`src/common/audio_ctrl_defs.svh`:
```
// Register offsets, field positions, reset values and mode patterns of the audio control block.
// Assumes inclusion by bare name from files under core/.
`ifndef AUDIO_CTRL_DEFS_SVH
`define AUDIO_CTRL_DEFS_SVH

// Register indices; the AXI byte address is four times the index.
`define IDX_DAC_LIM_LO 8'h2D
`define IDX_DAC_LIM_HI 8'h2E
`define IDX_DAC_WRITE 8'h2F
`define IDX_GAIN_CTRL 8'h30
`define IDX_WDOG_SEL 8'h40
`define IDX_DIV_CTRL 8'h41
`define IDX_DIV_COUNT 8'h42
`define IDX_REC_IN_LO 8'h43
`define IDX_REC_IN_HI 8'h44
`define IDX_DAC_STATUS 8'h45

// Field positions.
`define POS_REC_SRC 0
`define POS_LOAD_STROBE 3
`define POS_ADC_RESET 6
`define POS_MIC_SILENCE_N 7
`define POS_AMP_SRC 0
`define POS_PIN_SEL 1
`define POS_DIV_EN 4
`define POS_PRESC_LO 5

// Reset values.
`define RST_GAIN_CTRL 8'h00
`define RST_WDOG_SEL 8'h00
`define RST_DAC_LIM 8'h00

// Upper nibble of the watchdog select register that selects direct DAC writes.
`define DIRECT_PATTERN 4'h5
// Gain code at which the gain saturates.
`define GAIN_MAX_CODE 6'h27
`define GAIN_FRAC_BITS 12

`endif

```
`src/common/audio_ctrl_pkg.sv`:
```
// Types shared by the audio control block.
// Assumes no other package.
package audio_ctrl_pkg;
  typedef logic [15:0] sample_t;
  typedef enum logic [1:0] {
    RESP_OKAY = 2'b00,
    RESP_SLVERR = 2'b10
  } axi_resp_t;
endpackage

```
`src/common/divider_if.sv`:
```
// Connection between the register file and the frequency divider core.
// Assumes both ends run on the same clock.
`timescale 1ns/100ps
interface divider_if;
  logic enable;
  logic [1:0] presc_sel;
  logic [7:0] count;
  logic div_out;
  modport ctrl (output enable, output presc_sel, output count, input div_out);
  modport core (input enable, input presc_sel, input count, output div_out);
endinterface

```
`src/core/freq_divider.sv`:
```
// Prescaler and reloading 8-bit counter that produce a square wave.
// Assumes the divider source clock is the system clock.
`timescale 1ns/100ps
`include "audio_ctrl_defs.svh"
module freq_divider (
  input wire logic clk,
  input wire logic rst,
  divider_if.core dif
);
  logic [2:0] presc_ff, nxt_presc;
  logic [7:0] cnt_ff, nxt_cnt;
  logic out_ff, nxt_out;
  logic [2:0] presc_top;
  logic tick;

  always_comb begin
    presc_top = 3'((4'h1 << dif.presc_sel) - 4'h1);
    tick = (presc_ff == presc_top);
    nxt_presc = presc_ff;
    nxt_cnt = cnt_ff;
    nxt_out = out_ff;
    if (!dif.enable) begin
      nxt_presc = 3'h0;
      nxt_cnt = 8'h00;
      nxt_out = 1'b0;
    end else begin
      nxt_presc = tick ? 3'h0 : presc_ff + 3'h1;
      if (tick) begin
        if (cnt_ff == 8'h00) begin
          nxt_cnt = dif.count;
          nxt_out = ~out_ff;
        end else begin
          nxt_cnt = cnt_ff - 8'h01;
        end
      end
    end
  end

  always_ff @(posedge clk) begin
    if (rst) begin
      presc_ff <= 3'h0;
      cnt_ff <= 8'h00;
      out_ff <= 1'b0;
    end else begin
      presc_ff <= nxt_presc;
      cnt_ff <= nxt_cnt;
      out_ff <= nxt_out;
    end
  end

  assign dif.div_out = out_ff;

  a_div_idle_low: assert property (@(posedge clk) disable iff (rst) !dif.enable |=> !dif.div_out)
    else $error("divider output not low while disabled");
  a_presc_wrap: assert property (@(posedge clk) disable iff (rst)
    dif.enable && $past(dif.enable) && tick |=> presc_ff == 3'h0)
    else $error("prescaler did not wrap at its top");
  c_div_toggle: cover property (@(posedge clk) disable iff (rst) dif.enable && $rose(out_ff));
endmodule

```
`src/core/audio_ctrl.sv`:
```
// Audio path control: direct DAC writes and DAC limit, record gain stage, ADC reset,
// amplifier source select and frequency divider with its pin mux, behind an AXI4-Lite slave.
// Assumes samples on ADC_*, HOST_* and GPIO_* come from logic on CLK; USB_BUS_RESET is a pin.
`timescale 1ns/100ps
`include "audio_ctrl_defs.svh"
module audio_ctrl (
  input wire logic CLK,
  input wire logic RST,
  input wire logic [11:0] S_AXI_AWADDR,
  input wire logic S_AXI_AWVALID,
  output logic S_AXI_AWREADY,
  input wire logic [31:0] S_AXI_WDATA,
  input wire logic [3:0] S_AXI_WSTRB,
  input wire logic S_AXI_WVALID,
  output logic S_AXI_WREADY,
  output logic [1:0] S_AXI_BRESP,
  output logic S_AXI_BVALID,
  input wire logic S_AXI_BREADY,
  input wire logic [11:0] S_AXI_ARADDR,
  input wire logic S_AXI_ARVALID,
  output logic S_AXI_ARREADY,
  output logic [31:0] S_AXI_RDATA,
  output logic [1:0] S_AXI_RRESP,
  output logic S_AXI_RVALID,
  input wire logic S_AXI_RREADY,
  input wire logic USB_BUS_RESET,
  input wire logic [15:0] ADC_SAMPLE,
  input wire logic ADC_VALID,
  input wire logic [15:0] HOST_SAMPLE,
  input wire logic HOST_VALID,
  output logic [15:0] DAC_CODE,
  output logic DAC_LOAD,
  output logic [15:0] REC_SAMPLE,
  output logic REC_VALID,
  output logic ADC_RESET,
  output logic AMP_SOURCE_MUSIC,
  input wire logic GPIO_PC0_O,
  input wire logic GPIO_PC0_OE,
  output logic PORT_C_PIN0_O,
  output logic PORT_C_PIN0_OE
);
  ////////////////////////////////////////////////////////////////////////////////
  // Gain lookup: 12 half-dB steps per octave, then a shift by whole octaves.
  function automatic audio_ctrl_pkg::sample_t apply_gain(input audio_ctrl_pkg::sample_t s, input logic [5:0] g);
    logic [5:0] gc;
    logic [13:0] base;
    logic signed [35:0] p;
    gc = (g > `GAIN_MAX_CODE) ? `GAIN_MAX_CODE : g;
    unique case (gc % 6'd12)
      6'd0: base = 14'h1000;
      6'd1: base = 14'h10F4;
      6'd2: base = 14'h11F6;
      6'd3: base = 14'h1307;
      6'd4: base = 14'h1429;
      6'd5: base = 14'h155C;
      6'd6: base = 14'h16A1;
      6'd7: base = 14'h17F9;
      6'd8: base = 14'h1966;
      6'd9: base = 14'h1AE9;
      6'd10: base = 14'h1C82;
      default: base = 14'h1E34;
    endcase
    p = 36'($signed(s) * $signed({1'b0, base})) >>> `GAIN_FRAC_BITS;
    p = p <<< (gc / 6'd12);
    if (p > 36'sh00000_7FFF) begin
      return 16'h7FFF;
    end else if (p < -36'sh00000_8000) begin
      return 16'h8000;
    end
    return p[15:0];
  endfunction

  function automatic logic is_mapped(input logic [11:0] a);
    logic [7:0] i;
    i = a[9:2];
    return (a[1:0] == 2'b00) && (a[11:10] == 2'b00) &&
      ((i >= `IDX_DAC_LIM_LO && i <= `IDX_GAIN_CTRL) || (i >= `IDX_WDOG_SEL && i <= `IDX_DAC_STATUS));
  endfunction

  ////////////////////////////////////////////////////////////////////////////////
  // USB reset pin: three stages, a change is accepted once stages two and three agree.
  logic usb_s1_ff, usb_s2_ff, usb_s3_ff, usb_rst_ff, nxt_usb_rst;
  always_comb begin
    nxt_usb_rst = (usb_s2_ff == usb_s3_ff) ? usb_s3_ff : usb_rst_ff;
  end
  always_ff @(posedge CLK) begin
    if (RST) begin
      usb_s1_ff <= 1'b0;
      usb_s2_ff <= 1'b0;
      usb_s3_ff <= 1'b0;
      usb_rst_ff <= 1'b0;
    end else begin
      usb_s1_ff <= USB_BUS_RESET;
      usb_s2_ff <= usb_s1_ff;
      usb_s3_ff <= usb_s2_ff;
      usb_rst_ff <= nxt_usb_rst;
    end
  end

  ////////////////////////////////////////////////////////////////////////////////
  // AXI4-Lite slave: one write and one read at a time.
  logic aw_got_ff, nxt_aw_got, w_got_ff, nxt_w_got, bvalid_ff, nxt_bvalid, rvalid_ff, nxt_rvalid;
  logic [11:0] awaddr_ff, nxt_awaddr;
  logic [7:0] wbyte_ff, nxt_wbyte;
  logic wlane_ff, nxt_wlane;
  logic [1:0] bresp_ff, nxt_bresp, rresp_ff, nxt_rresp;
  logic [31:0] rdata_ff, nxt_rdata, rmux;
  logic wen;
  logic [7:0] widx;

  assign S_AXI_AWREADY = !aw_got_ff && !bvalid_ff;
  assign S_AXI_WREADY = !w_got_ff && !bvalid_ff;
  assign S_AXI_ARREADY = !rvalid_ff;
  assign wen = aw_got_ff && w_got_ff;
  assign widx = awaddr_ff[9:2];

  // Register state.
  logic [7:0] wdog_ff, nxt_wdog, lim_lo_ff, nxt_lim_lo, lim_hi_ff, nxt_lim_hi, gain_ff, nxt_gain;
  logic [7:0] cnt_val_ff, nxt_cnt_val, rec_lo_ff, nxt_rec_lo, rec_hi_ff, nxt_rec_hi;
  logic rec_src_ff, nxt_rec_src, strobe_ff, nxt_strobe, div_en_ff, nxt_div_en;
  logic pin_sel_ff, nxt_pin_sel, amp_sel_ff, nxt_amp_sel;
  logic [1:0] presc_ff, nxt_presc;
  logic rec_hi_wr;
  logic [7:0] div_ctrl_rd;

  assign div_ctrl_rd = {1'b0, presc_ff, div_en_ff, 2'b00, pin_sel_ff, amp_sel_ff};

  always_comb begin
    unique case (S_AXI_ARADDR[9:2])
      `IDX_DAC_LIM_LO: rmux = {24'h000000, lim_lo_ff};
      `IDX_DAC_LIM_HI: rmux = {24'h000000, lim_hi_ff};
      `IDX_DAC_WRITE: rmux = {28'h0000000, strobe_ff, 2'b00, rec_src_ff};
      `IDX_GAIN_CTRL: rmux = {24'h000000, gain_ff};
      `IDX_WDOG_SEL: rmux = {24'h000000, wdog_ff};
      `IDX_DIV_CTRL: rmux = {24'h000000, div_ctrl_rd};
      `IDX_DIV_COUNT: rmux = {24'h000000, cnt_val_ff};
      `IDX_REC_IN_LO: rmux = {24'h000000, rec_lo_ff};
      `IDX_REC_IN_HI: rmux = {24'h000000, rec_hi_ff};
      `IDX_DAC_STATUS: rmux = {16'h0000, DAC_CODE};
      default: rmux = 32'h00000000;
    endcase
  end

  always_comb begin
    nxt_aw_got = aw_got_ff;
    nxt_w_got = w_got_ff;
    nxt_awaddr = awaddr_ff;
    nxt_wbyte = wbyte_ff;
    nxt_wlane = wlane_ff;
    nxt_bvalid = bvalid_ff;
    nxt_bresp = bresp_ff;
    nxt_rvalid = rvalid_ff;
    nxt_rdata = rdata_ff;
    nxt_rresp = rresp_ff;
    if (S_AXI_AWVALID && S_AXI_AWREADY) begin
      nxt_aw_got = 1'b1;
      nxt_awaddr = S_AXI_AWADDR;
    end
    if (S_AXI_WVALID && S_AXI_WREADY) begin
      nxt_w_got = 1'b1;
      nxt_wbyte = S_AXI_WDATA[7:0];
      nxt_wlane = S_AXI_WSTRB[0];
    end
    if (wen) begin
      nxt_aw_got = 1'b0;
      nxt_w_got = 1'b0;
      nxt_bvalid = 1'b1;
      nxt_bresp = is_mapped(awaddr_ff) ? audio_ctrl_pkg::RESP_OKAY : audio_ctrl_pkg::RESP_SLVERR;
    end else if (bvalid_ff && S_AXI_BREADY) begin
      nxt_bvalid = 1'b0;
    end
    if (S_AXI_ARVALID && S_AXI_ARREADY) begin
      nxt_rvalid = 1'b1;
      nxt_rdata = rmux;
      nxt_rresp = is_mapped(S_AXI_ARADDR) ? audio_ctrl_pkg::RESP_OKAY : audio_ctrl_pkg::RESP_SLVERR;
    end else if (rvalid_ff && S_AXI_RREADY) begin
      nxt_rvalid = 1'b0;
    end
  end

  always_ff @(posedge CLK) begin
    if (RST) begin
      aw_got_ff <= 1'b0;
      w_got_ff <= 1'b0;
      awaddr_ff <= 12'h000;
      wbyte_ff <= 8'h00;
      wlane_ff <= 1'b0;
      bvalid_ff <= 1'b0;
      bresp_ff <= 2'b00;
      rvalid_ff <= 1'b0;
      rdata_ff <= 32'h00000000;
      rresp_ff <= 2'b00;
    end else begin
      aw_got_ff <= nxt_aw_got;
      w_got_ff <= nxt_w_got;
      awaddr_ff <= nxt_awaddr;
      wbyte_ff <= nxt_wbyte;
      wlane_ff <= nxt_wlane;
      bvalid_ff <= nxt_bvalid;
      bresp_ff <= nxt_bresp;
      rvalid_ff <= nxt_rvalid;
      rdata_ff <= nxt_rdata;
      rresp_ff <= nxt_rresp;
    end
  end

  assign S_AXI_BVALID = bvalid_ff;
  assign S_AXI_BRESP = bresp_ff;
  assign S_AXI_RVALID = rvalid_ff;
  assign S_AXI_RDATA = rdata_ff;
  assign S_AXI_RRESP = rresp_ff;

  ////////////////////////////////////////////////////////////////////////////////
  // Register writes. Only byte lane 0 carries data; a write without it changes nothing.
  always_comb begin
    nxt_wdog = wdog_ff;
    nxt_lim_lo = lim_lo_ff;
    nxt_lim_hi = lim_hi_ff;
    nxt_gain = gain_ff;
    nxt_rec_src = rec_src_ff;
    nxt_strobe = strobe_ff;
    nxt_div_en = div_en_ff;
    nxt_presc = presc_ff;
    nxt_pin_sel = pin_sel_ff;
    nxt_amp_sel = amp_sel_ff;
    nxt_cnt_val = cnt_val_ff;
    nxt_rec_lo = rec_lo_ff;
    nxt_rec_hi = rec_hi_ff;
    rec_hi_wr = 1'b0;
    if (wen && wlane_ff) begin
      unique case (widx)
        `IDX_WDOG_SEL: nxt_wdog = wbyte_ff;
        `IDX_DAC_LIM_LO: nxt_lim_lo = wbyte_ff;
        `IDX_DAC_LIM_HI: nxt_lim_hi = wbyte_ff;
        `IDX_GAIN_CTRL: nxt_gain = wbyte_ff;
        `IDX_DAC_WRITE: begin
          nxt_rec_src = wbyte_ff[`POS_REC_SRC];
          nxt_strobe = wbyte_ff[`POS_LOAD_STROBE];
        end
        `IDX_DIV_CTRL: begin
          nxt_div_en = wbyte_ff[`POS_DIV_EN];
          nxt_presc = wbyte_ff[`POS_PRESC_LO +: 2];
          nxt_pin_sel = wbyte_ff[`POS_PIN_SEL];
          nxt_amp_sel = wbyte_ff[`POS_AMP_SRC];
        end
        `IDX_DIV_COUNT: nxt_cnt_val = div_en_ff ? wbyte_ff : cnt_val_ff;
        `IDX_REC_IN_LO: nxt_rec_lo = wbyte_ff;
        `IDX_REC_IN_HI: begin
          nxt_rec_hi = wbyte_ff;
          rec_hi_wr = 1'b1;
        end
        default: nxt_wdog = wdog_ff;
      endcase
    end
    if (!nxt_div_en) begin
      nxt_cnt_val = 8'h00;
    end
  end

  always_ff @(posedge CLK) begin
    if (RST) begin
      wdog_ff <= `RST_WDOG_SEL;
      lim_lo_ff <= `RST_DAC_LIM;
      lim_hi_ff <= `RST_DAC_LIM;
      gain_ff <= `RST_GAIN_CTRL;
      rec_src_ff <= 1'b0;
      strobe_ff <= 1'b0;
      div_en_ff <= 1'b0;
      presc_ff <= 2'b00;
      pin_sel_ff <= 1'b0;
      amp_sel_ff <= 1'b0;
      cnt_val_ff <= 8'h00;
      rec_lo_ff <= 8'h00;
      rec_hi_ff <= 8'h00;
    end else begin
      wdog_ff <= nxt_wdog;
      lim_lo_ff <= nxt_lim_lo;
      lim_hi_ff <= nxt_lim_hi;
      gain_ff <= nxt_gain;
      rec_src_ff <= nxt_rec_src;
      strobe_ff <= nxt_strobe;
      div_en_ff <= nxt_div_en;
      presc_ff <= nxt_presc;
      pin_sel_ff <= nxt_pin_sel;
      amp_sel_ff <= nxt_amp_sel;
      cnt_val_ff <= nxt_cnt_val;
      rec_lo_ff <= nxt_rec_lo;
      rec_hi_ff <= nxt_rec_hi;
    end
  end

  ////////////////////////////////////////////////////////////////////////////////
  // Audio datapath. While the direct pattern is selected every host sample is dropped,
  // and the converter is loaded only on a fall of the load strobe.
  logic direct_mode, strobe_fall;
  audio_ctrl_pkg::sample_t limit_word, src_sample, dac_ff, nxt_dac, rec_ff, nxt_rec;
  logic dac_load_ff, nxt_dac_load, rec_valid_ff, nxt_rec_valid, adc_rst_ff, nxt_adc_rst, src_valid;

  assign direct_mode = (wdog_ff[7:4] == `DIRECT_PATTERN);
  assign strobe_fall = strobe_ff && !nxt_strobe;
  assign limit_word = {lim_hi_ff, lim_lo_ff};

  always_comb begin
    nxt_dac = dac_ff;
    nxt_dac_load = 1'b0;
    if (direct_mode && strobe_fall) begin
      nxt_dac = limit_word;
      nxt_dac_load = 1'b1;
    end else if (!direct_mode && HOST_VALID) begin
      nxt_dac = (HOST_SAMPLE > limit_word) ? limit_word : HOST_SAMPLE;
      nxt_dac_load = 1'b1;
    end
    src_sample = rec_src_ff ? {wbyte_ff, rec_lo_ff} : ADC_SAMPLE;
    src_valid = rec_src_ff ? rec_hi_wr : (ADC_VALID && !adc_rst_ff);
    nxt_rec = rec_ff;
    nxt_rec_valid = src_valid;
    if (src_valid) begin
      nxt_rec = gain_ff[`POS_MIC_SILENCE_N] ? apply_gain(src_sample, gain_ff[5:0]) : 16'h0000;
    end
    nxt_adc_rst = gain_ff[`POS_ADC_RESET] || usb_rst_ff;
  end

  always_ff @(posedge CLK) begin
    if (RST) begin
      dac_ff <= 16'h0000;
      dac_load_ff <= 1'b0;
      rec_ff <= 16'h0000;
      rec_valid_ff <= 1'b0;
      adc_rst_ff <= 1'b1;
    end else begin
      dac_ff <= nxt_dac;
      dac_load_ff <= nxt_dac_load;
      rec_ff <= nxt_rec;
      rec_valid_ff <= nxt_rec_valid;
      adc_rst_ff <= nxt_adc_rst;
    end
  end

  assign DAC_CODE = dac_ff;
  assign DAC_LOAD = dac_load_ff;
  assign REC_SAMPLE = rec_ff;
  assign REC_VALID = rec_valid_ff;
  assign ADC_RESET = adc_rst_ff;
  assign AMP_SOURCE_MUSIC = amp_sel_ff;

  ////////////////////////////////////////////////////////////////////////////////
  // Frequency divider and pin C0.
  divider_if div_bus ();
  assign div_bus.enable = div_en_ff;
  assign div_bus.presc_sel = presc_ff;
  assign div_bus.count = cnt_val_ff;

  freq_divider u_divider (
    .clk(CLK),
    .rst(RST),
    .dif(div_bus.core)
  );

  assign PORT_C_PIN0_O = pin_sel_ff ? div_bus.div_out : GPIO_PC0_O;
  assign PORT_C_PIN0_OE = pin_sel_ff ? 1'b1 : GPIO_PC0_OE;

  ////////////////////////////////////////////////////////////////////////////////
  a_direct_load: assert property (@(posedge CLK) disable iff (RST)
    $fell(strobe_ff) && $past(direct_mode) |-> DAC_LOAD && DAC_CODE == $past(limit_word))
    else $error("direct DAC write not loaded on strobe fall");
  a_limit_clamp: assert property (@(posedge CLK) disable iff (RST)
    DAC_LOAD && !$past(direct_mode) |-> DAC_CODE <= $past(limit_word) && $past(HOST_VALID))
    else $error("DAC code above limit");
  a_gain_sat: assert property (@(posedge CLK) disable iff (RST)
    src_valid && gain_ff[7] && gain_ff[5:0] >= `GAIN_MAX_CODE
    |=> REC_VALID && REC_SAMPLE == apply_gain($past(src_sample), `GAIN_MAX_CODE))
    else $error("gain not saturated");
  a_mute_zero: assert property (@(posedge CLK) disable iff (RST)
    src_valid && !gain_ff[7] |=> REC_VALID && REC_SAMPLE == 16'h0000)
    else $error("muted sample not zero");
  a_adc_soft_rst: assert property (@(posedge CLK) disable iff (RST)
    gain_ff[6] |=> ADC_RESET)
    else $error("ADC reset bit not applied");
  a_adc_usb_rst: assert property (@(posedge CLK) disable iff (RST)
    usb_s3_ff && usb_s2_ff |=> ##1 ADC_RESET)
    else $error("USB reset did not reset ADC");
  a_count_clear: assert property (@(posedge CLK) disable iff (RST)
    !div_en_ff |-> cnt_val_ff == 8'h00)
    else $error("count register not cleared while disabled");
  a_pin_route: assert property (@(posedge CLK) disable iff (RST)
    pin_sel_ff |-> PORT_C_PIN0_OE && PORT_C_PIN0_O == div_bus.div_out)
    else $error("pin C0 not driven by divider");
  a_write_resp: assert property (@(posedge CLK) disable iff (RST)
    wen |=> S_AXI_BVALID)
    else $error("write response missing");
  c_direct_write: cover property (@(posedge CLK) disable iff (RST) $fell(strobe_ff) && direct_mode);
  c_host_clamp: cover property (@(posedge CLK) disable iff (RST) HOST_VALID && HOST_SAMPLE > limit_word);
  c_reg_record: cover property (@(posedge CLK) disable iff (RST) rec_hi_wr && rec_src_ff);
endmodule

```
`config.mk`:
```
export PLATFORM = sky130hd
export DESIGN_NAME = audio_ctrl
export DESIGN_NICKNAME = d
export VERILOG_FILES = /design/src/common/audio_ctrl_pkg.sv /design/src/common/divider_if.sv /design/src/core/freq_divider.sv /design/src/core/audio_ctrl.sv
export VERILOG_INCLUDE_DIRS = /design/src /design/src/common
export SDC_FILE = /design/constraint.sdc
export NUM_CORES = 1
export LEC_CHECK = 0
export BUFFER_PORTS_ARGS = -buffer_cell sky130_fd_sc_hd__buf_4
export CORE_ASPECT_RATIO = 1.4
export CORE_MARGIN = 1
export CORE_UTILIZATION = 55
export DETAILED_ROUTE_END_ITERATION = 12
export GPL_TIMING_DRIVEN = 1
export PLACE_DENSITY = 0.85
export SLEW_MARGIN = 25
export SYNTH_ARGS = -nofsm -noshare
export SYNTH_HDL_FRONTEND = slang
export SYNTH_SLANG_ARGS = --single-unit
export TNS_END_PERCENT = 30
```
`constraint.sdc`:
```
create_clock -name CLK -period 17.3 [get_ports CLK]
set_clock_uncertainty 0.1 [all_clocks]
set_input_delay 1.73 -clock CLK [delete_from_list [all_inputs] [get_ports CLK]]
set_output_delay 1.73 -clock CLK [all_outputs]
set_load 0.05 [all_outputs]
```
Word-level counts from Yosys, hierarchy flattened
Memory sizes are Yosys's and may differ from the RTL's.
Cells that the tools add are included.

storage, ports and cells
  latch bits = 0
  register bits = 175
  bits in writable memories = 0
  memories kept = 1
  input port bits = 104
  word-level logic and storage cells = 168
  memory bits (read-only) = 192
  output and inout port bits = 79

cells by class
  reductions and logical operators = 54
  equal/unequal tests = 22
  bitwise operators = 3
  muxes and demuxes = 33
  $add $sub $neg = 3
  magnitude comparators = 12
  shift operators = 2
  div/mod/pow operators = 2
  $mul = 1

memories
  name              words  width  read ports  clocked after memory_dff  wr ports  RTL line          text
  (name not given)  16     12     1           0                         0         audio_ctrl.sv:49  unique case (gc % 6'd12)

operator list
  operator                count
  $pmux W16 S10           1
  $mux W16                8
  $eq A8 B7 Y1 const B    11
  $eq A8 B6 Y1 const B    8
  $gt A36 B16 Y1 const B  1
  $lt A36 B16 Y1 const B  1
  $sshl A19 B6 Y36        1
  $mul A16 B15 Y31        1
  $mux W14                2
  $logic_and A1 B1 Y1     21
  $mux W1                 18
  $reduce_and A2 Y1       9
  $ge A8 B6 Y1 const B    2
  $ge A8 B7 Y1 const B    2
  $gt A16 B16 Y1          1
  $le A8 B6 Y1 const B    2
  $le A8 B7 Y1 const B    2
  $logic_not A2 Y1        5
  $logic_not A8 Y1        1
  $mux W8                 1
  $sub A8 B1 Y8 const B   1
  $logic_not A1 Y1        7
  $div A6 B4 Y6 const B   1
  $gt A6 B6 Y1 const B    1
  15 further kinds        24

Depth between registers and ports, before layout
  word-level depth = 14
  gate-level depth with buffers = 51
  depth with buffers taken out = 45

Hierarchy
Synthesis repeated with hierarchy kept, for this count alone.

second synthesis, totals
  cells, all modules = 2089
  area, all modules = 17264.1 sq um

modules (own cells, without submodules)
  module        instances  cells an instance  area each (sq um)  sequential area each (sq um)
  audio_ctrl    1          2000               16538.4            2902.8
  freq_divider  1          89                 725.7              240.2

Worst setup path before layout
Ideal clock, no wire load.

  path kind = reg-to-reg
  start = reg gain_ff[3]
  end = reg rec_ff[4], in the netlist REC_SAMPLE[4]
  arrival = 11.798 ns
  slack = 5.279 ns
  cell stages (with the launch flop) = 45
  path through = dfxtp_1 o21a_1 or2_2 inv_1 ha_1 nand3b_1 o211ai_2 xnor2_1 ha_1 a21oi_1 o221a_1 buf_6 clkbuf_1 clkbuf_1 xor2_1 nor2_1 a211o_1 a21oi_1 [... 9 more ...] inv_1 fa_1 inv_1 ha_1 clkbuf_1 nand4_1 nor4_1 nand3_1 o31a_4 xor2_1 o22ai_1 a221o_1 a21o_1 or4b_1 a211oi_2 mux2_4 buf_12 a2bb2oi_2

on the way
  word-level cells in the longest chain between the ends = 14

RTL lines
  element                                                     RTL line           text
  start, declared                                             audio_ctrl.sv:118  logic [7:0] wdog_ff, nxt_wdog, lim_lo_ff, nxt_lim_lo, lim_hi_ff, nxt_lim_hi, gain_ff, nxt_gain;
  start signal, assigned                                      audio_ctrl.sv:265  gain_ff <= `RST_GAIN_CTRL;
  start signal, assigned                                      audio_ctrl.sv:279  gain_ff <= nxt_gain;
  $gt A6 B6 Y1 (no line)                                      n/a
  $mux W6 *                                                   audio_ctrl.sv:48   gc = (g > `GAIN_MAX_CODE) ? `GAIN_MAX_CODE : g;
  $mod A6 B4 Y6                                               audio_ctrl.sv:49
  $mem_v2 Z16 W12 / $logic_not A2 Y1 (equally long branches)  n/a
  $mux W14                                                    audio_ctrl.sv:49
  $mux W14                                                    audio_ctrl.sv:317  if (src_valid) begin
  $mul A16 B15 Y31                                            audio_ctrl.sv:63   p = 36'($signed(s) * $signed({1'b0, base})) >>> `GAIN_FRAC_BITS;
  $sshl A19 B6 Y36 *                                          audio_ctrl.sv:64   p = p <<< (gc / 6'd12);
  $lt A36 B16 Y1                                              audio_ctrl.sv:67   end else if (p < -36'sh00000_8000) begin
  $mux W1                                                     audio_ctrl.sv:67
  $mux W1                                                     audio_ctrl.sv:65   if (p > 36'sh00000_7FFF) begin
  $mux W1                                                     audio_ctrl.sv:317
  $mux W16 *                                                  audio_ctrl.sv:70   return p[15:0];
  $mux W16 *                                                  audio_ctrl.sv:318  nxt_rec = gain_ff[`POS_MIC_SILENCE_N] ? apply_gain(src_sample, gain_ff[5:0]) : 16'h0000;
  end signal, assigned                                        audio_ctrl.sv:333  rec_ff <= nxt_rec;
  end, declared                                               audio_ctrl.sv:296  audio_ctrl_pkg::sample_t limit_word, src_sample, dac_ff, nxt_dac, rec_ff, nxt_rec;

Every way passes the cells marked *; elsewhere a longest branch is shown, timed or not. The select of a mux whose other input is x is not followed.
A chain may end at the register's enable or synchronous reset.

Final worst setup path
  start = reg gain_ff[3]
  end = reg rec_ff[10], in the netlist REC_SAMPLE[10]

The elaborated chain is that of the path after synthesis.

==> qor.yml <==
fin_crit_ns: 13.12
gr-total-overflow: 0
hp-class: "reg2reg"
core_area_um2: 31500
postCtsHoldBufs: 0
via_per_inst: 6.05
area_delta_synth_final_pct: 10.2
hold_violations: 0
insertion_delay_ns: 0.45
cts_root_buf: "clkbuf_16"
critPathSlowestCell: "nor4_1"
grt_pass1_vias: 16300
dpl.cell_count: 2562
p_per_area_nw_per_um2: 46.9
drive_gt1_frac: 0.118
worstHoldEndpoint: "S_AXI_RDATA[9]$_SDFFE_PP0P_"
setup_viol_count_final: 0
die-height_um: 213
run_status: "complete, but fails checks"
grt_max_degree: 105
first_pass_iters: 10
final_cell_mix: "287 x inv_1, 265 x nor2_1, 220 x nand2_1"
drc_errors: 2
drtIter0Drc: 1292
violations: "DRC"
yosys_register_bits: 157
fp-row-count: 77
ff2ff_setup_slack_ns: 4.18
ioPinCount: 183
drtAntennaViolNets: 0
h-tree-depth: 4
vdd_drop_max_mv: 0.0568
die_w_um: 153
hold_path_depth: 2
arrival_ns: 13.34
final_common_cell: "inv_1"
fin_crit_sh: 0.759
start_util: 0.556
cts_num_sinks: 157
totalWireLength_um: 51100
crit_fanout: 35
ys_warn_count: 0
clock.fmax_mhz: 76.2
hpwl_um: 39900
numCtsBuffers: 17
gp_congestion: 1.02
post_drt_wl_per_cell_um: 19.7
cap_viol_max_count: 0
num_vias: 15700
critPathLaunchType: "flip-flop"
numPortBuffers: 137
tns_ns: 0
nets: 2587
ys_seq_area_frac: 0.179
cts_buffer_depth: 2
grt_usage: 0.323
netlist_area_um2: 17500
postSynthCellCount: 2117
tightest_slew_ns: 1.03
post_cts_resized: 0
hold_start: "S_AXI_RDATA[9]$_SDFFE_PP0P_"
synthArstFlopShare: 0
synth-main-ff-cell: "dfxtp_1"
leakage_nw: 9.03
r2r-end: "REC_SAMPLE[10]$_SDFFE_PP0P_"
path_clk_slew_ns: 0.07
relSlewSlack: 0.315
slew_viol_final: 0
synthDistinctLibCells: 97
cts_tree: "built"
cp.required_ns: 17.52
synth_edf_count: 0
r2r_cells: 41
crit_top_cell: "fa_1"
rsz0062_at_grt: "no"
postCtsSetupRepairBufs: 0
grt_pass1_wl_um: 82000
avgSynthCellArea_um2: 8.28
slowest_delay_ns: 0.82
dieArea_um2: 32600
instances_no_fill: 2596
crit_type: "reg2reg"
worstSetupEndpointType: "flip-flop"
timing.rr.start: "gain_ff[3]$_SDFFE_PP0P_"
antenna_cells: 0
antenna_found_initial: 0
## report_power, final
group | internal (mW) | switching, mW
sequential | 0.370 | 0.0132
combinational | 0.0501 | 0.100
clock | 0.205 | 0.166
total | 0.625 | 0.280
## state kept, by name (all words and copies together) (netlist names), 12 cells and up
register and count:
DAC_CODE 16, REC_SAMPLE 16, awaddr_ff 12, S_AXI_RDATA 16
## synth_stat cells, drive strengths merged, types with 11 or more instances
cell type | instances | area (µm²)
a31oi | 20 | 125
nor3 | 40 | 205
nand4 | 17 | 121
fa | 200 | 4000
nand2 | 220 | 826
a2bb2oi | 13 | 183
nand3 | 48 | 250
mux2i | 114 | 1160
ha | 95 | 1190
nor2b | 17 | 106
dfxtp | 157 | 3140
or3 | 12 | 75.1
nand2b | 18 | 120
xnor2 | 16 | 148
a22oi | 11 | 82.6
clkbuf | 90 | 338
and2 | 24 | 150
a21oi | 104 | 521
a211oi | 32 | 250
buf | 33 | 256
inv | 288 | 1080
and3 | 11 | 73.8
nor2 | 269 | 1010
o21ai | 61 | 309
nor4 | 12 | 75.1
a21o | 23 | 173
o21a | 12 | 90.1
## final cells by class
class	instances	area [µm²]
timing repair buffer	158	1200
clock inverter	13	133
tap	395	494
inverter	288	1080
fill	2671	12200
sequential	157	3140
multi-input combinational	1566	12800
clock buffer	19	443
## cell families after synthesis
family                   after synthesis  synth area share
adder cells (fa/ha/maj)              295             0.296
multiplexers                         123            0.0722
AND/OR/NAND/NOR                      725             0.189
XOR/XNOR                              25            0.0129
other                                  1          0.000214
flip-flops                           157             0.179
buffers and inverters                411            0.0956
AO/OA/AOI/OAI                        380             0.155
## worst max path at each step
stage / start / to / slack, ns / cells after the start
2_1_floorplan: gain_ff[3]$_SDFFE_PP0P_ / REC_SAMPLE[4]$_SDFFE_PP0P_ / 5.28 / 44
3_3_place_gp: gain_ff[3]$_SDFFE_PP0P_ / REC_SAMPLE[10]$_SDFFE_PP0P_ / 4.34 / 39
3_5_place_dp: gain_ff[3]$_SDFFE_PP0P_ / REC_SAMPLE[10]$_SDFFE_PP0P_ / 4.11 / 39
4_1_cts: gain_ff[3]$_SDFFE_PP0P_ / REC_SAMPLE[10]$_SDFFE_PP0P_ / 4.10 / 39
5_1_grt: gain_ff[3]$_SDFFE_PP0P_ / REC_SAMPLE[10]$_SDFFE_PP0P_ / 3.57 / 41
6_report: gain_ff[3]$_SDFFE_PP0P_ / REC_SAMPLE[10]$_SDFFE_PP0P_ / 4.18 / 41
## through the flow
step / hold slack [ns] / setup slack, ns / area (µm²) / total power [mW] / utilization
3_3_place_gp: 0.335 / 4.34 / 18700 / 0.534 / 0.593
2_1_floorplan: 0.314 / 5.28 / 17600 / 0.489 / -
4_1_cts: 0.352 / 4.10 / 19300 / 0.901 / 0.612
6_report: 0.353 / 4.18 / 19300 / 0.905 / 0.613
5_1_grt: 0.366 / 3.57 / 19300 / 0.931 / 0.613
3_5_place_dp: 0.336 / 4.11 / 18700 / 0.538 / 0.593
## worst max-delay path, delay by kind of cell (launching register included)
family	cells	cell delay (ns)
mux	1	0.34
fa+ha+maj	9	4.16
xor+xnor	3	1.28
simple gates	8	2.62
compound gates	12	2.56
flops	1	0.42
buf+inv	8	1.46
## metal layers
| metal | vias to the layer above | part of all wire | GRT usage |
|---|---|---|---|
| li1 | 7155 | - | - |
| met1 | 7585 | 0.34 | 0.324 |
| met2 | 725 | 0.52 | 0.595 |
| met3 | 251 | 0.061 | 0.0564 |
| met4 | 0 | 0.079 | 0.250 |
| met5 | - | 0 | 0 |
Power figures use the tool's default switching activity.
